**src/fsr_map.svh**
```systemverilog
/*
  Named constants of the flash command sequencer: opcodes, parameter-table
  bytes, bit stepping and recovery timing.
  Assumes inclusion by bare name from the design files; definitions only.
*/
`ifndef FSR_MAP_SVH
`define FSR_MAP_SVH

// opcodes accepted while a write is suspended
`define FSR_OP_READ        8'h03
`define FSR_OP_FAST_READ   8'h0B
`define FSR_OP_READ_X2     8'hBB
`define FSR_OP_READ_X4     8'hEB
`define FSR_OP_READ_WORD   8'hE7
`define FSR_OP_READ_ID     8'h9F
`define FSR_OP_READ_QID    8'hAF
`define FSR_OP_READ_MFR    8'h90
`define FSR_OP_READ_STAT   8'h05
`define FSR_OP_READ_SEC    8'h2B
`define FSR_OP_READ_B1     8'hB1
`define FSR_OP_READ_C1     8'hC1
`define FSR_OP_PARAM_READ  8'h5A
`define FSR_OP_READ_LOCK   8'h3C
`define FSR_OP_RESUME      8'h30
`define FSR_OP_RST_ARM     8'h66
`define FSR_OP_RST_EXEC    8'h99
`define FSR_OP_BURST       8'hC0
`define FSR_OP_QUAD_ENTRY  8'h35
`define FSR_OP_QUAD_EXIT   8'hF5
`define FSR_OP_NOP         8'h00
`define FSR_OP_READ_ES     8'hAB
// opcodes refused while suspended
`define FSR_OP_WR_EN       8'h06
`define FSR_OP_WR_DIS      8'h04
`define FSR_OP_SUSPEND     8'hB0

// frame bit stepping (3-bit bit counters wrap at the byte boundary, the byte counter saturates)
`define FSR_STEP_SINGLE    3'h1
`define FSR_STEP_QUAD      3'h4
`define FSR_BYTE_LAST_ADDR 3'h3
`define FSR_BYTE_SAT       3'h7
`define FSR_OE_SINGLE      4'h2
`define FSR_OE_QUAD        4'hF

// parameter table contents
`define FSR_TB_BYTES       24
`define FSR_TB_PAD_ADDR    5'h1F
`define FSR_TB_SIG0        8'h53
`define FSR_TB_SIG1        8'h46
`define FSR_TB_SIG2        8'h44
`define FSR_TB_SIG3        8'h50
`define FSR_TB_REV_MINOR   8'h00
`define FSR_TB_REV_MAJOR   8'h01
`define FSR_TB_HDR_COUNT   8'h01
`define FSR_TB_UNUSED      8'hFF
`define FSR_TB_ID_STD      8'h00
`define FSR_TB_LEN_STD     8'h09
`define FSR_TB_PTR_STD     8'h30
`define FSR_TB_LEN_VND     8'h04
`define FSR_TB_PTR_VND     8'h60
`define FSR_TB_PTR_HI      8'h00

// software reset recovery
`define FSR_CLK_NS         40
`define FSR_RCV_PROG_US    100
`define FSR_RCV_OTHER_US   20
`define FSR_RCV_PROG_CYC   ((`FSR_RCV_PROG_US * 1000) / `FSR_CLK_NS)
`define FSR_RCV_OTHER_CYC  ((`FSR_RCV_OTHER_US * 1000) / `FSR_CLK_NS)

`endif

```
**src/fsr_pkg.sv**
```systemverilog
/*
  Types of the flash command sequencer.
  Assumes nothing beyond a SystemVerilog compiler.
*/
package fsr_pkg;
  // frame states, gray coded along idle-opcode-address-dummy-data
  typedef enum logic [2:0] {
    FSR_ST_IDLE  = 3'h0,
    FSR_ST_OPC   = 3'h1,
    FSR_ST_ADDR  = 3'h3,
    FSR_ST_DUMMY = 3'h2,
    FSR_ST_DATA  = 3'h6,
    FSR_ST_SKIP  = 3'h7
  } fsr_frame_t;
endpackage : fsr_pkg

```
**src/fsr_rom_if.sv**
```systemverilog
/*
  Read port between the sequencer and its parameter-table memory.
  Assumes both ends run on the same clock.
*/
`timescale 1ns/1ps
`default_nettype none
interface fsr_rom_if;
  logic [4:0] addr;
  logic [7:0] data;
  modport host (output addr, input data);
  modport rom (input addr, output data);
endinterface : fsr_rom_if
`default_nettype wire

```
**src/fsr_param_rom.sv**
```systemverilog
/*
  Parameter-table memory: signature and two headers, registered read data.
  Assumes addresses past 31 are steered to the pad address.
*/
`timescale 1ns/1ps
`default_nettype none
`include "fsr_map.svh"
module fsr_param_rom
  import fsr_pkg::*;
#(
  parameter logic [7:0] MFR_ID = 8'hA5 // arbitrary value, not a real maker code
) (
  input wire logic clk_in,
  input wire logic sys_rst_in,
  fsr_rom_if.rom rom_bus
);
  // byte order follows table address
  localparam logic [7:0] TABLE [`FSR_TB_BYTES] = '{
    `FSR_TB_SIG0, `FSR_TB_SIG1, `FSR_TB_SIG2, `FSR_TB_SIG3,
    `FSR_TB_REV_MINOR, `FSR_TB_REV_MAJOR, `FSR_TB_HDR_COUNT, `FSR_TB_UNUSED,
    `FSR_TB_ID_STD, `FSR_TB_REV_MINOR, `FSR_TB_REV_MAJOR, `FSR_TB_LEN_STD,
    `FSR_TB_PTR_STD, `FSR_TB_PTR_HI, `FSR_TB_PTR_HI, `FSR_TB_UNUSED,
    MFR_ID, `FSR_TB_REV_MINOR, `FSR_TB_REV_MAJOR, `FSR_TB_LEN_VND,
    `FSR_TB_PTR_VND, `FSR_TB_PTR_HI, `FSR_TB_PTR_HI, `FSR_TB_UNUSED
  };

  logic [7:0] data_r;
  assign rom_bus.data = data_r;

  // registered read; body tables live elsewhere, so past the headers reads blank
  always_ff @(posedge clk_in) begin
    if (sys_rst_in) begin
      data_r <= `FSR_TB_UNUSED;
    end else if (rom_bus.addr < 5'(`FSR_TB_BYTES)) begin
      data_r <= TABLE[rom_bus.addr];
    end else begin
      data_r <= `FSR_TB_UNUSED;
    end
  end
endmodule : fsr_param_rom
`default_nettype wire

```
**src/fsr_top.sv**
```systemverilog
/*
  Serial flash command sequencer: suspend/resume, software reset, quad
  command mode exit and parameter-table read, behind the serial pins.
  Assumes the serial pins are asynchronous to clk_in and at least four
  clk_in cycles per serial clock phase; array timing lives outside.
*/
`timescale 1ns/1ps
`default_nettype none
`include "fsr_map.svh"
module fsr_top
  import fsr_pkg::*;
#(
  parameter logic [15:0] RCV_PROG_CYC = 16'(`FSR_RCV_PROG_CYC),
  parameter logic [15:0] RCV_OTHER_CYC = 16'(`FSR_RCV_OTHER_CYC),
  parameter logic [7:0] MFR_ID = 8'hA5 // arbitrary value, not a real maker code
) (
  input wire logic clk_in,
  input wire logic sys_rst_in,
  input wire logic sclk_in,
  input wire logic cs_n_in,
  input wire logic [3:0] dq_in,
  output logic [3:0] dq_out,
  output logic [3:0] dq_oe_out,
  input wire logic array_prog_start_in,
  input wire logic array_erase_start_in,
  input wire logic array_done_in,
  input wire logic perf_enhance_in,
  output logic write_enable_latch_out,
  output logic program_suspend_flag_out,
  output logic erase_suspend_flag_out,
  output logic four_line_command_mode_out,
  output logic busy_out,
  output logic array_hold_out,
  output logic array_abort_out
);
  fsr_rom_if rom_bus ();

  // pin synchroniser: three stages, a change counts once stages two and three agree
  logic [5:0] pin_s1_r, pin_s2_r, pin_s3_r, pin_f_r, pin_prev_r;
  // frame state
  fsr_frame_t state_r;
  logic [7:0] sh_r, opc_r, out_sh_r;
  logic [23:0] addr_r;
  logic [2:0] bit_cnt_r, byte_cnt_r, out_cnt_r;
  logic op_ok_r;
  logic [3:0] dq_r, dq_oe_r;
  // status
  logic wel_r, psb_r, esb_r, quad_r, arm_r, prog_run_r, erase_run_r;
  logic busy_r, hold_r, abort_r;
  logic [15:0] rcv_cnt_r;

  logic sclk_rise, sclk_fall, cs_fall, cs_rise;
  logic [3:0] dq_s;
  logic [2:0] step, bit_nxt;
  logic bit_last, susp, cmd_go, single, cmd_single, soft_rst_go;
  logic [7:0] in_byte, src;

  // only opcodes of the read, resume and reset families, burst, quad entry and exit and no-operation pass a suspend
  function automatic logic susp_ok(input logic [7:0] op);
    case (op)
      `FSR_OP_READ, `FSR_OP_FAST_READ, `FSR_OP_READ_X2, `FSR_OP_READ_X4,
      `FSR_OP_READ_WORD, `FSR_OP_READ_ID, `FSR_OP_READ_QID, `FSR_OP_READ_MFR,
      `FSR_OP_READ_STAT, `FSR_OP_READ_SEC, `FSR_OP_READ_B1, `FSR_OP_READ_C1,
      `FSR_OP_PARAM_READ, `FSR_OP_READ_LOCK, `FSR_OP_RESUME, `FSR_OP_RST_ARM,
      `FSR_OP_RST_EXEC, `FSR_OP_BURST, `FSR_OP_QUAD_ENTRY, `FSR_OP_QUAD_EXIT,
      `FSR_OP_NOP, `FSR_OP_READ_ES: susp_ok = 1'b1;
      default: susp_ok = 1'b0;
    endcase
  endfunction : susp_ok

  // synchroniser chain; only stage two reads stage one
  always_ff @(posedge clk_in) begin
    if (sys_rst_in) begin
      pin_s1_r <= 6'h3F;
      pin_s2_r <= 6'h3F;
      pin_s3_r <= 6'h3F;
      pin_f_r <= 6'h3F;
      pin_prev_r <= 6'h3F;
    end else begin
      pin_s1_r <= {dq_in, cs_n_in, sclk_in};
      pin_s2_r <= pin_s1_r;
      pin_s3_r <= pin_s2_r;
      pin_f_r <= (pin_s2_r & ~(pin_s2_r ^ pin_s3_r)) | (pin_f_r & (pin_s2_r ^ pin_s3_r));
      pin_prev_r <= pin_f_r;
    end
  end

  // pin events and command decode
  always_comb begin
    sclk_rise = pin_f_r[0] & ~pin_prev_r[0];
    sclk_fall = ~pin_f_r[0] & pin_prev_r[0];
    cs_fall = ~pin_f_r[1] & pin_prev_r[1];
    cs_rise = pin_f_r[1] & ~pin_prev_r[1];
    dq_s = pin_f_r[5:2];
    step = quad_r ? `FSR_STEP_QUAD : `FSR_STEP_SINGLE;
    bit_nxt = bit_cnt_r + step;
    bit_last = (bit_nxt == 3'h0);
    // single-line mode looks at the lowest line only; the upper ones are don't care
    in_byte = quad_r ? {sh_r[3:0], dq_s} : {sh_r[6:0], dq_s[0]};
    src = (out_cnt_r == 3'h0) ? rom_bus.data : out_sh_r;
    susp = psb_r | esb_r;
    // a command acts when chip select rises after its opcode byte
    cmd_go = cs_rise & op_ok_r & (~susp | susp_ok(opc_r));
    single = (byte_cnt_r == `FSR_STEP_SINGLE) & (bit_cnt_r == 3'h0);
    cmd_single = cmd_go & single;
    soft_rst_go = cmd_single & (opc_r == `FSR_OP_RST_EXEC) & arm_r;
  end

  // table reads past address 31 go to the pad address, which reads blank
  assign rom_bus.addr = (addr_r[23:5] == 19'h0_0000) ? addr_r[4:0] : `FSR_TB_PAD_ADDR;

  fsr_param_rom #(
    .MFR_ID(MFR_ID)
  ) u_rom (
    .clk_in(clk_in),
    .sys_rst_in(sys_rst_in),
    .rom_bus(rom_bus)
  );

  // frame engine: shifts in opcode, address and dummy, shifts table bytes out
  always_ff @(posedge clk_in) begin
    if (sys_rst_in) begin
      state_r <= FSR_ST_IDLE;
      sh_r <= 8'h00;
      opc_r <= 8'h00;
      out_sh_r <= 8'h00;
      addr_r <= 24'h00_0000;
      bit_cnt_r <= 3'h0;
      byte_cnt_r <= 3'h0;
      out_cnt_r <= 3'h0;
      op_ok_r <= 1'b0;
      dq_r <= 4'h0;
      dq_oe_r <= 4'h0;
    end else if (cs_rise) begin
      state_r <= FSR_ST_IDLE;
      dq_oe_r <= 4'h0;
      dq_r <= 4'h0;
    end else if (cs_fall) begin
      state_r <= FSR_ST_OPC;
      bit_cnt_r <= 3'h0;
      byte_cnt_r <= 3'h0;
      out_cnt_r <= 3'h0;
      op_ok_r <= 1'b0;
      sh_r <= 8'h00;
    end else if (sclk_rise && state_r != FSR_ST_IDLE && state_r != FSR_ST_DATA) begin
      sh_r <= in_byte;
      bit_cnt_r <= bit_nxt;
      if (bit_last) begin
        if (byte_cnt_r != `FSR_BYTE_SAT) begin
          byte_cnt_r <= byte_cnt_r + `FSR_STEP_SINGLE;
        end
        case (state_r)
          FSR_ST_OPC: begin
            opc_r <= in_byte;
            op_ok_r <= 1'b1;
            // any opcode other than a parameter read simply skips the frame
            if (in_byte == `FSR_OP_PARAM_READ && (!susp || susp_ok(in_byte))) begin
              state_r <= FSR_ST_ADDR;
            end else begin
              state_r <= FSR_ST_SKIP;
            end
          end
          FSR_ST_ADDR: begin
            addr_r <= {addr_r[15:0], in_byte};
            if (byte_cnt_r == `FSR_BYTE_LAST_ADDR) begin
              state_r <= FSR_ST_DUMMY;
            end
          end
          FSR_ST_DUMMY: begin
            state_r <= FSR_ST_DATA;
          end
          default: begin
            state_r <= state_r;
          end
        endcase
      end
    end else if (sclk_fall && state_r == FSR_ST_DATA) begin
      // the rom answers a cycle after the pointer moves, well inside a serial phase
      dq_r <= quad_r ? src[7:4] : {2'b00, src[7], 1'b0};
      dq_oe_r <= quad_r ? `FSR_OE_QUAD : `FSR_OE_SINGLE;
      out_sh_r <= quad_r ? {src[3:0], 4'h0} : {src[6:0], 1'b0};
      out_cnt_r <= out_cnt_r + step;
      if (out_cnt_r == 3'h0) begin
        addr_r <= addr_r + 24'h00_0001;
      end
    end
  end

  // volatile status; a software reset puts everything back to power-on values
  always_ff @(posedge clk_in) begin
    if (sys_rst_in || soft_rst_go) begin
      wel_r <= 1'b0;
      psb_r <= 1'b0;
      esb_r <= 1'b0;
      quad_r <= 1'b0;
      arm_r <= 1'b0;
      prog_run_r <= 1'b0;
      erase_run_r <= 1'b0;
    end else begin
      // completion only counts while the array is really running; a start landing
      // in the same cycle is dropped, since a start needs both run flags already clear
      if (array_done_in && !susp) begin
        prog_run_r <= 1'b0;
        erase_run_r <= 1'b0;
      end
      if (array_prog_start_in && !prog_run_r && !erase_run_r) begin
        prog_run_r <= 1'b1;
      end
      if (array_erase_start_in && !prog_run_r && !erase_run_r && !array_prog_start_in) begin
        erase_run_r <= 1'b1;
      end
      if (cmd_go) begin
        // arming survives only until the very next accepted command
        arm_r <= cmd_single && opc_r == `FSR_OP_RST_ARM;
        if (single) begin
          case (opc_r)
            `FSR_OP_WR_EN: wel_r <= 1'b1;
            `FSR_OP_WR_DIS: wel_r <= 1'b0;
            `FSR_OP_SUSPEND: begin
              if (prog_run_r && !susp) begin
                psb_r <= 1'b1;
                wel_r <= 1'b0;
              end else if (erase_run_r && !susp) begin
                esb_r <= 1'b1;
                wel_r <= 1'b0;
              end
            end
            `FSR_OP_RESUME: begin
              // no write enable needed; blocked while the enhance mode holds
              if (susp && !perf_enhance_in) begin
                psb_r <= 1'b0;
                esb_r <= 1'b0;
              end
            end
            `FSR_OP_QUAD_ENTRY: quad_r <= 1'b1;
            `FSR_OP_QUAD_EXIT: quad_r <= 1'b0;
            default: quad_r <= quad_r; // no-operation and reads leave status alone
          endcase
        end
      end
    end
  end

  // reset recovery: longer when a program was cut short
  always_ff @(posedge clk_in) begin
    if (sys_rst_in) begin
      rcv_cnt_r <= 16'h0000;
    end else if (soft_rst_go) begin
      rcv_cnt_r <= prog_run_r ? RCV_PROG_CYC : RCV_OTHER_CYC;
    end else if (rcv_cnt_r != 16'h0000) begin
      rcv_cnt_r <= rcv_cnt_r - 16'h0001;
    end
  end

  // registered array-facing outputs and busy
  always_ff @(posedge clk_in) begin
    if (sys_rst_in) begin
      busy_r <= 1'b0;
      hold_r <= 1'b0;
      abort_r <= 1'b0;
    end else begin
      busy_r <= ((prog_run_r | erase_run_r) & ~susp) | (rcv_cnt_r != 16'h0000);
      hold_r <= susp;
      abort_r <= soft_rst_go & (prog_run_r | erase_run_r);
    end
  end

  assign dq_out = dq_r;
  assign dq_oe_out = dq_oe_r;
  assign write_enable_latch_out = wel_r;
  assign program_suspend_flag_out = psb_r;
  assign erase_suspend_flag_out = esb_r;
  assign four_line_command_mode_out = quad_r;
  assign busy_out = busy_r;
  assign array_hold_out = hold_r;
  assign array_abort_out = abort_r;
endmodule : fsr_top
`default_nettype wire

```
**config.mk**
```make
export PLATFORM = sky130hd
export DESIGN_NAME = fsr_top
export DESIGN_NICKNAME = d
export VERILOG_FILES = /design/src/fsr_pkg.sv /design/src/fsr_rom_if.sv /design/src/fsr_param_rom.sv /design/src/fsr_top.sv
export VERILOG_INCLUDE_DIRS = /design/src /design/src/src
export SDC_FILE = /design/constraint.sdc
export NUM_CORES = 1
export LEC_CHECK = 0
export BUFFER_PORTS_ARGS = -buffer_cell sky130_fd_sc_hd__buf_4
export CORE_MARGIN = 2
export CORE_UTILIZATION = 59
export DETAILED_ROUTE_END_ITERATION = 7
export PLACE_DENSITY = 0.77
export SETUP_SLACK_MARGIN = 0.4
export SYNTH_ARGS = -nofsm -noshare
export SYNTH_HDL_FRONTEND = slang
export SYNTH_HIERARCHICAL = 1
export SYNTH_SLANG_ARGS = --single-unit
```
**constraint.sdc**
```tcl
create_clock -name clk_in -period 6.9 [get_ports clk_in]
set_input_delay 1.725 -clock clk_in [delete_from_list [all_inputs] [get_ports clk_in]]
set_output_delay 1.725 -clock clk_in [all_outputs]
set_load 0.005 [all_outputs]
```
# Word level (Yosys, flattened, before mapping)
# Memories as Yosys holds them, arrays and structs flattened. A register that Yosys moved wholly into a read port is not among the register bits.
# Cells that the tools add are included.
word_totals:
  reg_bits: 120
  latchBits: 0
  ram_bits: 0
  romBits: 256
  inputBits: 12
  output_inout_bits: 15
  wordCells: 249
  mem_count: 1
mem_list:
  columns: ["name", "depth", "word_bits", "rd", "rd_ports_with_merged_regs", "write_ports", "line", "source"]
  rows:
  - ["(no name shown)", 32, 8, 1, 1, 0, "fsr_param_rom.sv:35", "data_r <= TABLE[rom_bus.addr];"]
op_classes:
  addsub: 5
  mul: 0
  div_mod_pow: 0
  n_lt_le_gt_ge: 1
  n_eq_ne: 63
  shift: 0
  mux: 57
  bitwise: 31
  reduce_logical: 63
ops:
  columns: ["op", "count"]
  rows:
  - ["== test 8 bit, second input constant", 25]
  - ["2-to-1 mux 24 bit", 5]
  - ["== test 8 x 6 -> 1 bit, second input constant", 8]
  - ["OR reduction 22 bit", 2]
  - ["2-to-1 mux 3 bit", 12]
  - ["== test 8 x 3 -> 1 bit, second input constant", 4]
  - ["== test 8 x 7 -> 1 bit, second input constant", 4]
  - ["2-to-1 mux 16 bit", 2]
  - ["adder 24 x 1 -> 24 bit, second input constant", 1]
  - ["2-to-1 mux 1 bit", 24]
  - ["2-to-1 mux 8 bit", 3]
  - ["AND reduction 4 bit", 6]
  - ["nonzero test 2 bit", 12]
  - ["zero test 19 bit", 1]
  - ["== test 8 x 2 -> 1 bit, second input constant", 2]
  - ["== test 8 x 4 -> 1 bit, second input constant", 2]
  - ["zero test 8 bit", 2]
  - ["nonzero test 16 bit", 1]
  - ["subtractor 16 x 1 -> 16 bit, second input constant", 1]
  - ["logical AND 1 bit", 14]
  - ["2-to-1 mux 7 bit", 2]
  - ["!= test 2 bit, second input constant", 7]
  - ["bitwise AND 1 bit", 12]
  - ["bitwise AND 6 bit", 2]
  - ["other kinds (31)", 66]

# Depth between registers and ports, before layout
# Gate-level depths: netlist (run 1).
depth:
  word_depth: 17
  mapped_depth: 14

# Hierarchy
# Netlist (run 1), hierarchy kept.
modules_own_cells:
  columns: ["module", "instances", "cells_per_inst", "area_each_um2"]
  rows:
  - ["fsr_top", 1, 726, 5886.9]
  - ["fsr_param_rom", 1, 46, 427.9]

# Worst setup path after synthesis (run 1)
# OpenSTA, ideal clock, no wires.
synth_path:
  kind: "register to register"
  from: "reg quad_r, in the netlist four_line_command_mode_out"
  to: "reg addr_r[22]"
  t_arrival_ns: 2.567
  t_required_ns: 6.826
  slack_ns: 4.259
  path_stages_with_launch: 14
  n_path_buf: 3
  period_less_slack_ns: 2.641
  cell_sequence: "dfxtp_1 -> buf_6 -> inv_1 -> clkbuf_1 -> ha_1 -> ha_1 -> nor2_1 -> nand2_2 -> o2bb2ai_1 -> and2_1 -> buf_4 -> nand2_1 -> or4_1 -> a31oi_1"
synth_between:
  elab_chain_cells: 5
synth_rtl:
  columns: ["item", "line", "source"]
  rows:
  - ["start, declared", "fsr_top.sv:48", "logic wel_r, psb_r, esb_r, quad_r, arm_r, prog_run_r, erase_run_r;"]
  - ["start signal, assigned", "fsr_top.sv:237", "default: quad_r <= quad_r;"]
  - ["2-to-1 mux 3 bit (no line)", null, null]
  - ["adder 3 bit", "fsr_top.sv:96", "bit_nxt = bit_cnt_r + step;"]
  - ["zero test 3 bit", "fsr_top.sv:97", "bit_last = (bit_nxt == 3'h0);"]
  - ["!= test 2 bit (no line)", null, null]
  - ["AND reduction 6 bit (no line)", null, null]
  - ["end signal, assigned", "fsr_top.sv:164", "addr_r <= {addr_r[15:0], in_byte};"]
  - ["end signal, assigned", "fsr_top.sv:184", "addr_r <= addr_r + 24'h00_0001;"]
  - ["end, declared", "fsr_top.sv:43", "logic [23:0] addr_r;"]
# No other way between the ends.
# A chain may end at the register's enable or synchronous reset.

# Worst setup path after layout (run 1)
# Ends and elaborated chain as after synthesis.

==> results of run 1 <==
state kept, by name (all words and copies together) (netlist names), 3 cells and up, named ones only:
register and count:
addr_r 24, bit_cnt_r 3, out_sh_r 7, byte_cnt_r 3
sh_r 7, pin_s3_r 6, out_cnt_r 3, u_rom/rom_bus.data 8
rcv_cnt_r 16, pin_s2_r 6, dq_out 4, opc_r 8
state_r 3, pin_s1_r 6
kinds of logic (layout without fill, tap and decap cells):
kind of cell             after synthesis  after routing  synth area share, %
AND/OR/NAND/NOR                      332            332                 26.9
AO/OA/AOI/OAI                        188            188                 18.4
flip-flops                           125            125                 39.6
buffers and inverters                 66             77                 4.74
multiplexers                          25             25                 4.10
XOR/XNOR                              19             19                 2.85
adder cells (fa/ha/maj)               17             17                 3.33
cell type report:
cell class,instances,area (um^2),area share (%)
flip-flops and latches,125,2500,35.4
clock buffers,18,428,6.05
well taps,136,170,2.41
repair buffers,32,240,3.40
multi-input cells,581,3510,49.7
inverters,14,52.6,0.743
clock inverters,13,168,2.37
worst max-delay path, stage by stage, from the launching register on:
cell	delay [ps]
dfxtp_1	870
inv_1	450
ha_1	340
ha_1	200
xnor3_1	250
nand2_2	100
o2bb2ai_1	160
and2_1	540
nand2_1	140
or4_1	520
a31oi_1	160
worst min-delay path by stage:
stage                     cells past startpoint              startpoint                endpoint  slack [ps]
after floorplan                               1  pin_s1_r[0]$_SDFF_PP1_  pin_s2_r[0]$_SDFF_PP1_         390
after global placement                        1  pin_s1_r[2]$_SDFF_PP1_  pin_s2_r[2]$_SDFF_PP1_         390
after detailed placement                      1  pin_s1_r[0]$_SDFF_PP1_  pin_s2_r[0]$_SDFF_PP1_         390
after CTS                                     1  pin_s1_r[2]$_SDFF_PP1_  pin_s2_r[2]$_SDFF_PP1_         400
after global routing                          1  pin_s1_r[0]$_SDFF_PP1_  pin_s2_r[0]$_SDFF_PP1_         410
final                                         1  pin_s1_r[2]$_SDFF_PP1_  pin_s2_r[2]$_SDFF_PP1_         400
cell usage in the layout, fill, tap and decap left out, types with 5 or more instances in the layout:
cell type / count
xor2_1: 10
dfxtp_1: 125
nand2b_1: 9
o21bai_1: 10
or2_2: 22
clkbuf_16: 16
nand2_1: 56
nand4_1: 10
buf_4: 32
a21oi_1: 69
a211oi_1: 16
o22ai_1: 5
nor4_1: 22
or3_1: 5
nand3_1: 21
o21ai_0: 38
ha_1: 16
xnor2_1: 8
and3_1: 12
nor3_1: 28
clkinvlp_4: 5
nor2b_1: 6
inv_1: 14
nor2_1: 107
a31oi_1: 6
a22oi_1: 14
mux2i_1: 21
stage by stage:
step                      util, %  cells  setup WS, ps  power, W
final                        68.2    919          3070   0.00191
after global routing         68.2    919          2860   0.00198
after global placement       62.5    888          3320   0.00101
after floorplan                 -    772          4260  0.000977
after CTS                    68.2    919          3130   0.00192
after detailed placement     62.5    888          3130   0.00103
power groups by stage:
stage          sequential, W  combinational, W  clock (W)
2_1_floorplan       0.000800          0.000178          0
5_1_grt             0.000798          0.000247   0.000938
3_3_place_gp        0.000804          0.000206          0
6_report            0.000792          0.000222   0.000894
4_1_cts             0.000792          0.000223   0.000904
3_5_place_dp        0.000806          0.000220          0
metal layers:
layer | vias to the layer above | part of all wire [%] | track usage [%]
met5 | - | 0 | 0
met4 | 0 | 2.2 | 11.5
met3 | 29 | 5.1 | 5.93
met2 | 195 | 47 | 44.1
met1 | 2623 | 46 | 33.9
li1 | 2769 | - | -
==> impl_metrics.ini, run 1 <==
[status]
status = finished, final reports clean

[synthesis]
synth-seq-cells = 125
syn_inst = 772
syn_avg_cell_area_um2 = 8.18
yosysSeqAreaShare_pct = 39.6
ys_top_cells_by_count = dfxtp_1, nor2_1, a21oi_1
synthTopCellsByArea = dfxtp_1, nor2_1, a21oi_1, mux2i_1, nand2_1
syn-num-nets = 800
synthDominantCellAreaShare_pct = 39.6
yosys.area.top_type = dfxtp_1
ys.flop_type = dfxtp_1
ys_types = 74
synth_area_um2 = 6310
synth_edf_count = 0
yosys_warnings = 6
synth_most_common_cell = dfxtp_1
async_reset_ff_share_pct = 0

[setup_path]
critical_path.endpoint_type = flip-flop
r2r_end = addr_r[22]$_SDFFE_PP0P_
crit-reg2reg-launch = four_line_command_mode_out$_SDFFE_PP0P_
critPathKind = flip-flop to flip-flop
cp-endpoint = addr_r[22]$_SDFFE_PP0P_
ff2ff_setup_slack_ps = 3070
cp.required_ps = 7360
crit_arrival_ps = 4290
worstSetupStartpointType = flip-flop
critPathMaxFanout = 19
crit_path_start = four_line_command_mode_out$_SDFFE_PP0P_
rr_worst_depth = 10

[cts]
cts_buffers = 17
tritoncts = done
htree_num_levels = 4
cts_setup_buffers = 0
insertion_delay_ps = 540
hold_buffers = 0
root_buffer = clkbuf_8
clk_pin_slew_ps = 60
cts_resized = 0
cts_buffer_depth = 2
clock_sinks = 125

[final_layout]
num-nets-final = 799
fin_area_um2 = 7070
drive_gt1_share_pct = 12.6
fillers = 832
diodes = 0
synthToLayoutAreaGrowth_pct = 12.0

[global_routing]
track_usage_pct = 26.8
grt_pass1_wl_um = 24800
antenna_found_initial = 0
overflow = 0
first_global_vias = 5294
grt_max_degree = 98

[timing]
worstMarginPinSlew_ps = 939
finClkSkew_ps = 8.37
setup_viol = 0
hold_ws_ps = 402
grt_setup_unrepaired = no
fin_tns_setup_ps = 0
relSlewSlack_pct = 36.8
drv_slew = 0
fmax_ghz = 0.261
layout_min_cycle_time_ps = 3830
finalHoldViolCount = 0
fin_crit_sh_pct = 55.4

[detailed_routing]
vias = 5616
antenna_left = 0
first_pass_iters = 6
vias_per_cell = 6.11
drt-total-wl_um = 14800
wl_per_cell_um = 16.2
first_iter_violations = 444
drc = 0

[floorplanning]
rows = 37
die_x_um = 107
start_util_pct = 60.9
ios = 27
fp.dieH_um = 107
core_area_um2 = 10400
fp.dieArea_um2 = 11500

[place]
port_buffers = 26
dp_hpwl_um = 9730
place_area_um2 = 6480
gp_congestion = 0.890

[power]
intPower_w = 0.00142
clock_power_share_pct = 46.9
leakage_nw = 2.69
vdd_drop_max_v = 0.000177
powerDensity_nw_per_um2 = 270
swShare_pct = 25.6
seqPwrFrac_pct = 41.5
power.switching_w = 0.000489
power_frac_comb_pct = 11.6

[job]
cap_viol_max_count = 0

[min_path]
hold_path_class = flip-flop to flip-flop
Note: power is estimated with default switching activity, not from simulation.
==> run 2, diff against run 1 <==
clock period = 3.6 ns   (was 6.9 ns; I/O delays follow)
==> run 2 against run 1 <==
Clock skew shrank 2.4 ps. First-iteration DRC count shrank 9.9%. Via count increased by 1.7%. Wire length up 0.64%. Maximum frequency rose by 40%. Clock power increased by 81%. Count of clock-buffer cells in the layout stayed put. Non-clock buffer count grew 3. Core utilization decreased by 0.096 points. Global-route usage up 0.13 points. Cell count grew 0.44%. Critical endpoint is now u_rom/rom_bus.data[4]$_SDFF_PP1_.
==> impl_metrics.ini, run 2 (synthesized netlist as in run 1, its figures left out) <==
[status]
status = finished, final reports clean

[timing]
relSlewSlack_pct = 44.5
layout_min_cycle_time_ps = 2730
finClkSkew_ps = 6.01
setup_viol = 0
fin_crit_sh_pct = 75.7
drv_slew = 0
fmax_ghz = 0.367
fin_tns_setup_ps = 0
layout_setup_ws_ps = 875
grt_setup_unrepaired = no
hold_ws_ps = 408
worstMarginPinSlew_ps = 825
finalHoldViolCount = 0

[final_layout]
top_register = addr_r
drive_gt1_share_pct = 13.0
final_common_cell = dfxtp_1
final_cells = 923
num-nets-final = 802
diodes = 0
largest_register_ffs = 24
layout_common_cells = dfxtp_1, nor2_1, a21oi_1
top_regs = addr_r: 24 flops, rcv_cnt_r: 16 flops
synthToLayoutAreaGrowth_pct = 11.9

[cts]
hold_buffers = 0
clock_sinks = 125
cts_resized = 0
cts_buffers = 17
clk_pin_slew_ps = 60
cts_setup_buffers = 0
tritoncts = done
htree_num_levels = 4
root_buffer = clkbuf_8
cts_buffer_depth = 2
insertion_delay_ps = 540

[setup_path]
r2r_end = u_rom/rom_bus.data[4]$_SDFF_PP1_
critical_path.endpoint_type = flip-flop
cp.required_ps = 4050
critPathMaxFanout = 6
worstSetupStartpointType = flip-flop
rr_worst_depth = 9
crit_arrival_ps = 3170
crit-reg2reg-launch = addr_r[21]$_SDFFE_PP0P_
critPathKind = flip-flop to flip-flop
ff2ff_setup_slack_ps = 870

[place]
port_buffers = 26
gp_congestion = 0.909
dp_hpwl_um = 9750
placedCellCount = 891
place_ws_ps = 935

[min_path]
hold_start = pin_s1_r[4]$_SDFF_PP1_
hold_depth = 1
min_to = pin_s2_r[4]$_SDFF_PP1_
hold_path_class = flip-flop to flip-flop

[detailed_routing]
drt-total-wl_um = 14900
first_pass_iters = 5
antenna_left = 0
vias_per_cell = 6.19
drc = 0
first_iter_violations = 400
vias = 5711
wl_per_cell_um = 16.2

[floorplanning]
fp.dieArea_um2 = 11500
fp.dieH_um = 107
rows = 37
ios = 27
die_x_um = 107
core_area_um2 = 10400
start_util_pct = 60.9

[power]
powerDensity_nw_per_um2 = 506
leakage_nw = 2.70
total_power_w = 0.00358
vdd_drop_max_v = 0.000409

[global_routing]
overflow = 0
antenna_found_initial = 0
track_usage_pct = 26.9
first_global_vias = 5397
grt_max_degree = 80
grt_pass1_wl_um = 24800

[job]
cap_viol_max_count = 0
==> run 2: power by group <==
part / internal, W / switching [W] / total, W / leakage [nW]
sequential: 0.00146 / 0.0000668 / 0.00152 / 1.02
clock: 0.000982 / 0.000638 / 0.00162 / 0.267
combinational: 0.000196 / 0.000238 / 0.000434 / 1.42
total: 0.00263 / 0.000943 / 0.00358 / 2.70
==> run 2: through the flow <==
stage | instance area, um^2 | utilization (%)
2_1_floorplan | 6310 | -
3_3_place_gp | 6500 | 62.7
3_5_place_dp | 6500 | 62.7
4_1_cts | 7060 | 68.1
5_1_grt | 7060 | 68.1
6_report | 7060 | 68.1
==> run 2: worst max path at each step <==
stage / start / endpoint / slack, ps / cells past startpoint
final: addr_r[21]$_SDFFE_PP0P_ / u_rom/rom_bus.data[4]$_SDFF_PP1_ / 870 / 9
after global routing: addr_r[21]$_SDFFE_PP0P_ / u_rom/rom_bus.data[5]$_SDFF_PP1_ / 650 / 7
after CTS: addr_r[21]$_SDFFE_PP0P_ / u_rom/rom_bus.data[4]$_SDFF_PP1_ / 920 / 9
after detailed placement: addr_r[21]$_SDFFE_PP0P_ / u_rom/rom_bus.data[4]$_SDFF_PP1_ / 940 / 9
after global placement: addr_r[21]$_SDFFE_PP0P_ / u_rom/rom_bus.data[0]$_SDFF_PP1_ / 1010 / 7
after floorplan: four_line_command_mode_out$_SDFFE_PP0P_ / addr_r[22]$_SDFFE_PP0P_ / 960 / 13
==> run 2: layer usage <==
layer | vias up | track usage [%] | routed length [um]
li1 | 2782 | - | -
met1 | 2708 | 34.9 | 6910
met2 | 190 | 42.5 | 6950
met5 | - | 0 | 0
met3 | 31 | 6.42 | 809
met4 | 0 | 12.4 | 274
==> run 2: cell type report <==
cell class / instances / area, um^2
multi-input combinational: 581 / 3510
sequential: 125 / 2500
tap: 136 / 170
clock buffer: 18 / 418
clock inverter: 14 / 145
timing repair buffer: 35 / 263
fill: 846 / 3310
inverter: 14 / 52.6
==> run 2: critical path, cell delays in order (launching register included) <==
cell,delay (ps)
dfxtp_1,360
nor4_1,350
nand4_1,130
nor4_1,640
nand2b_1,290
inv_1,150
ha_1,300
nand2_1,90
o21ai_0,100
o221ai_1,220
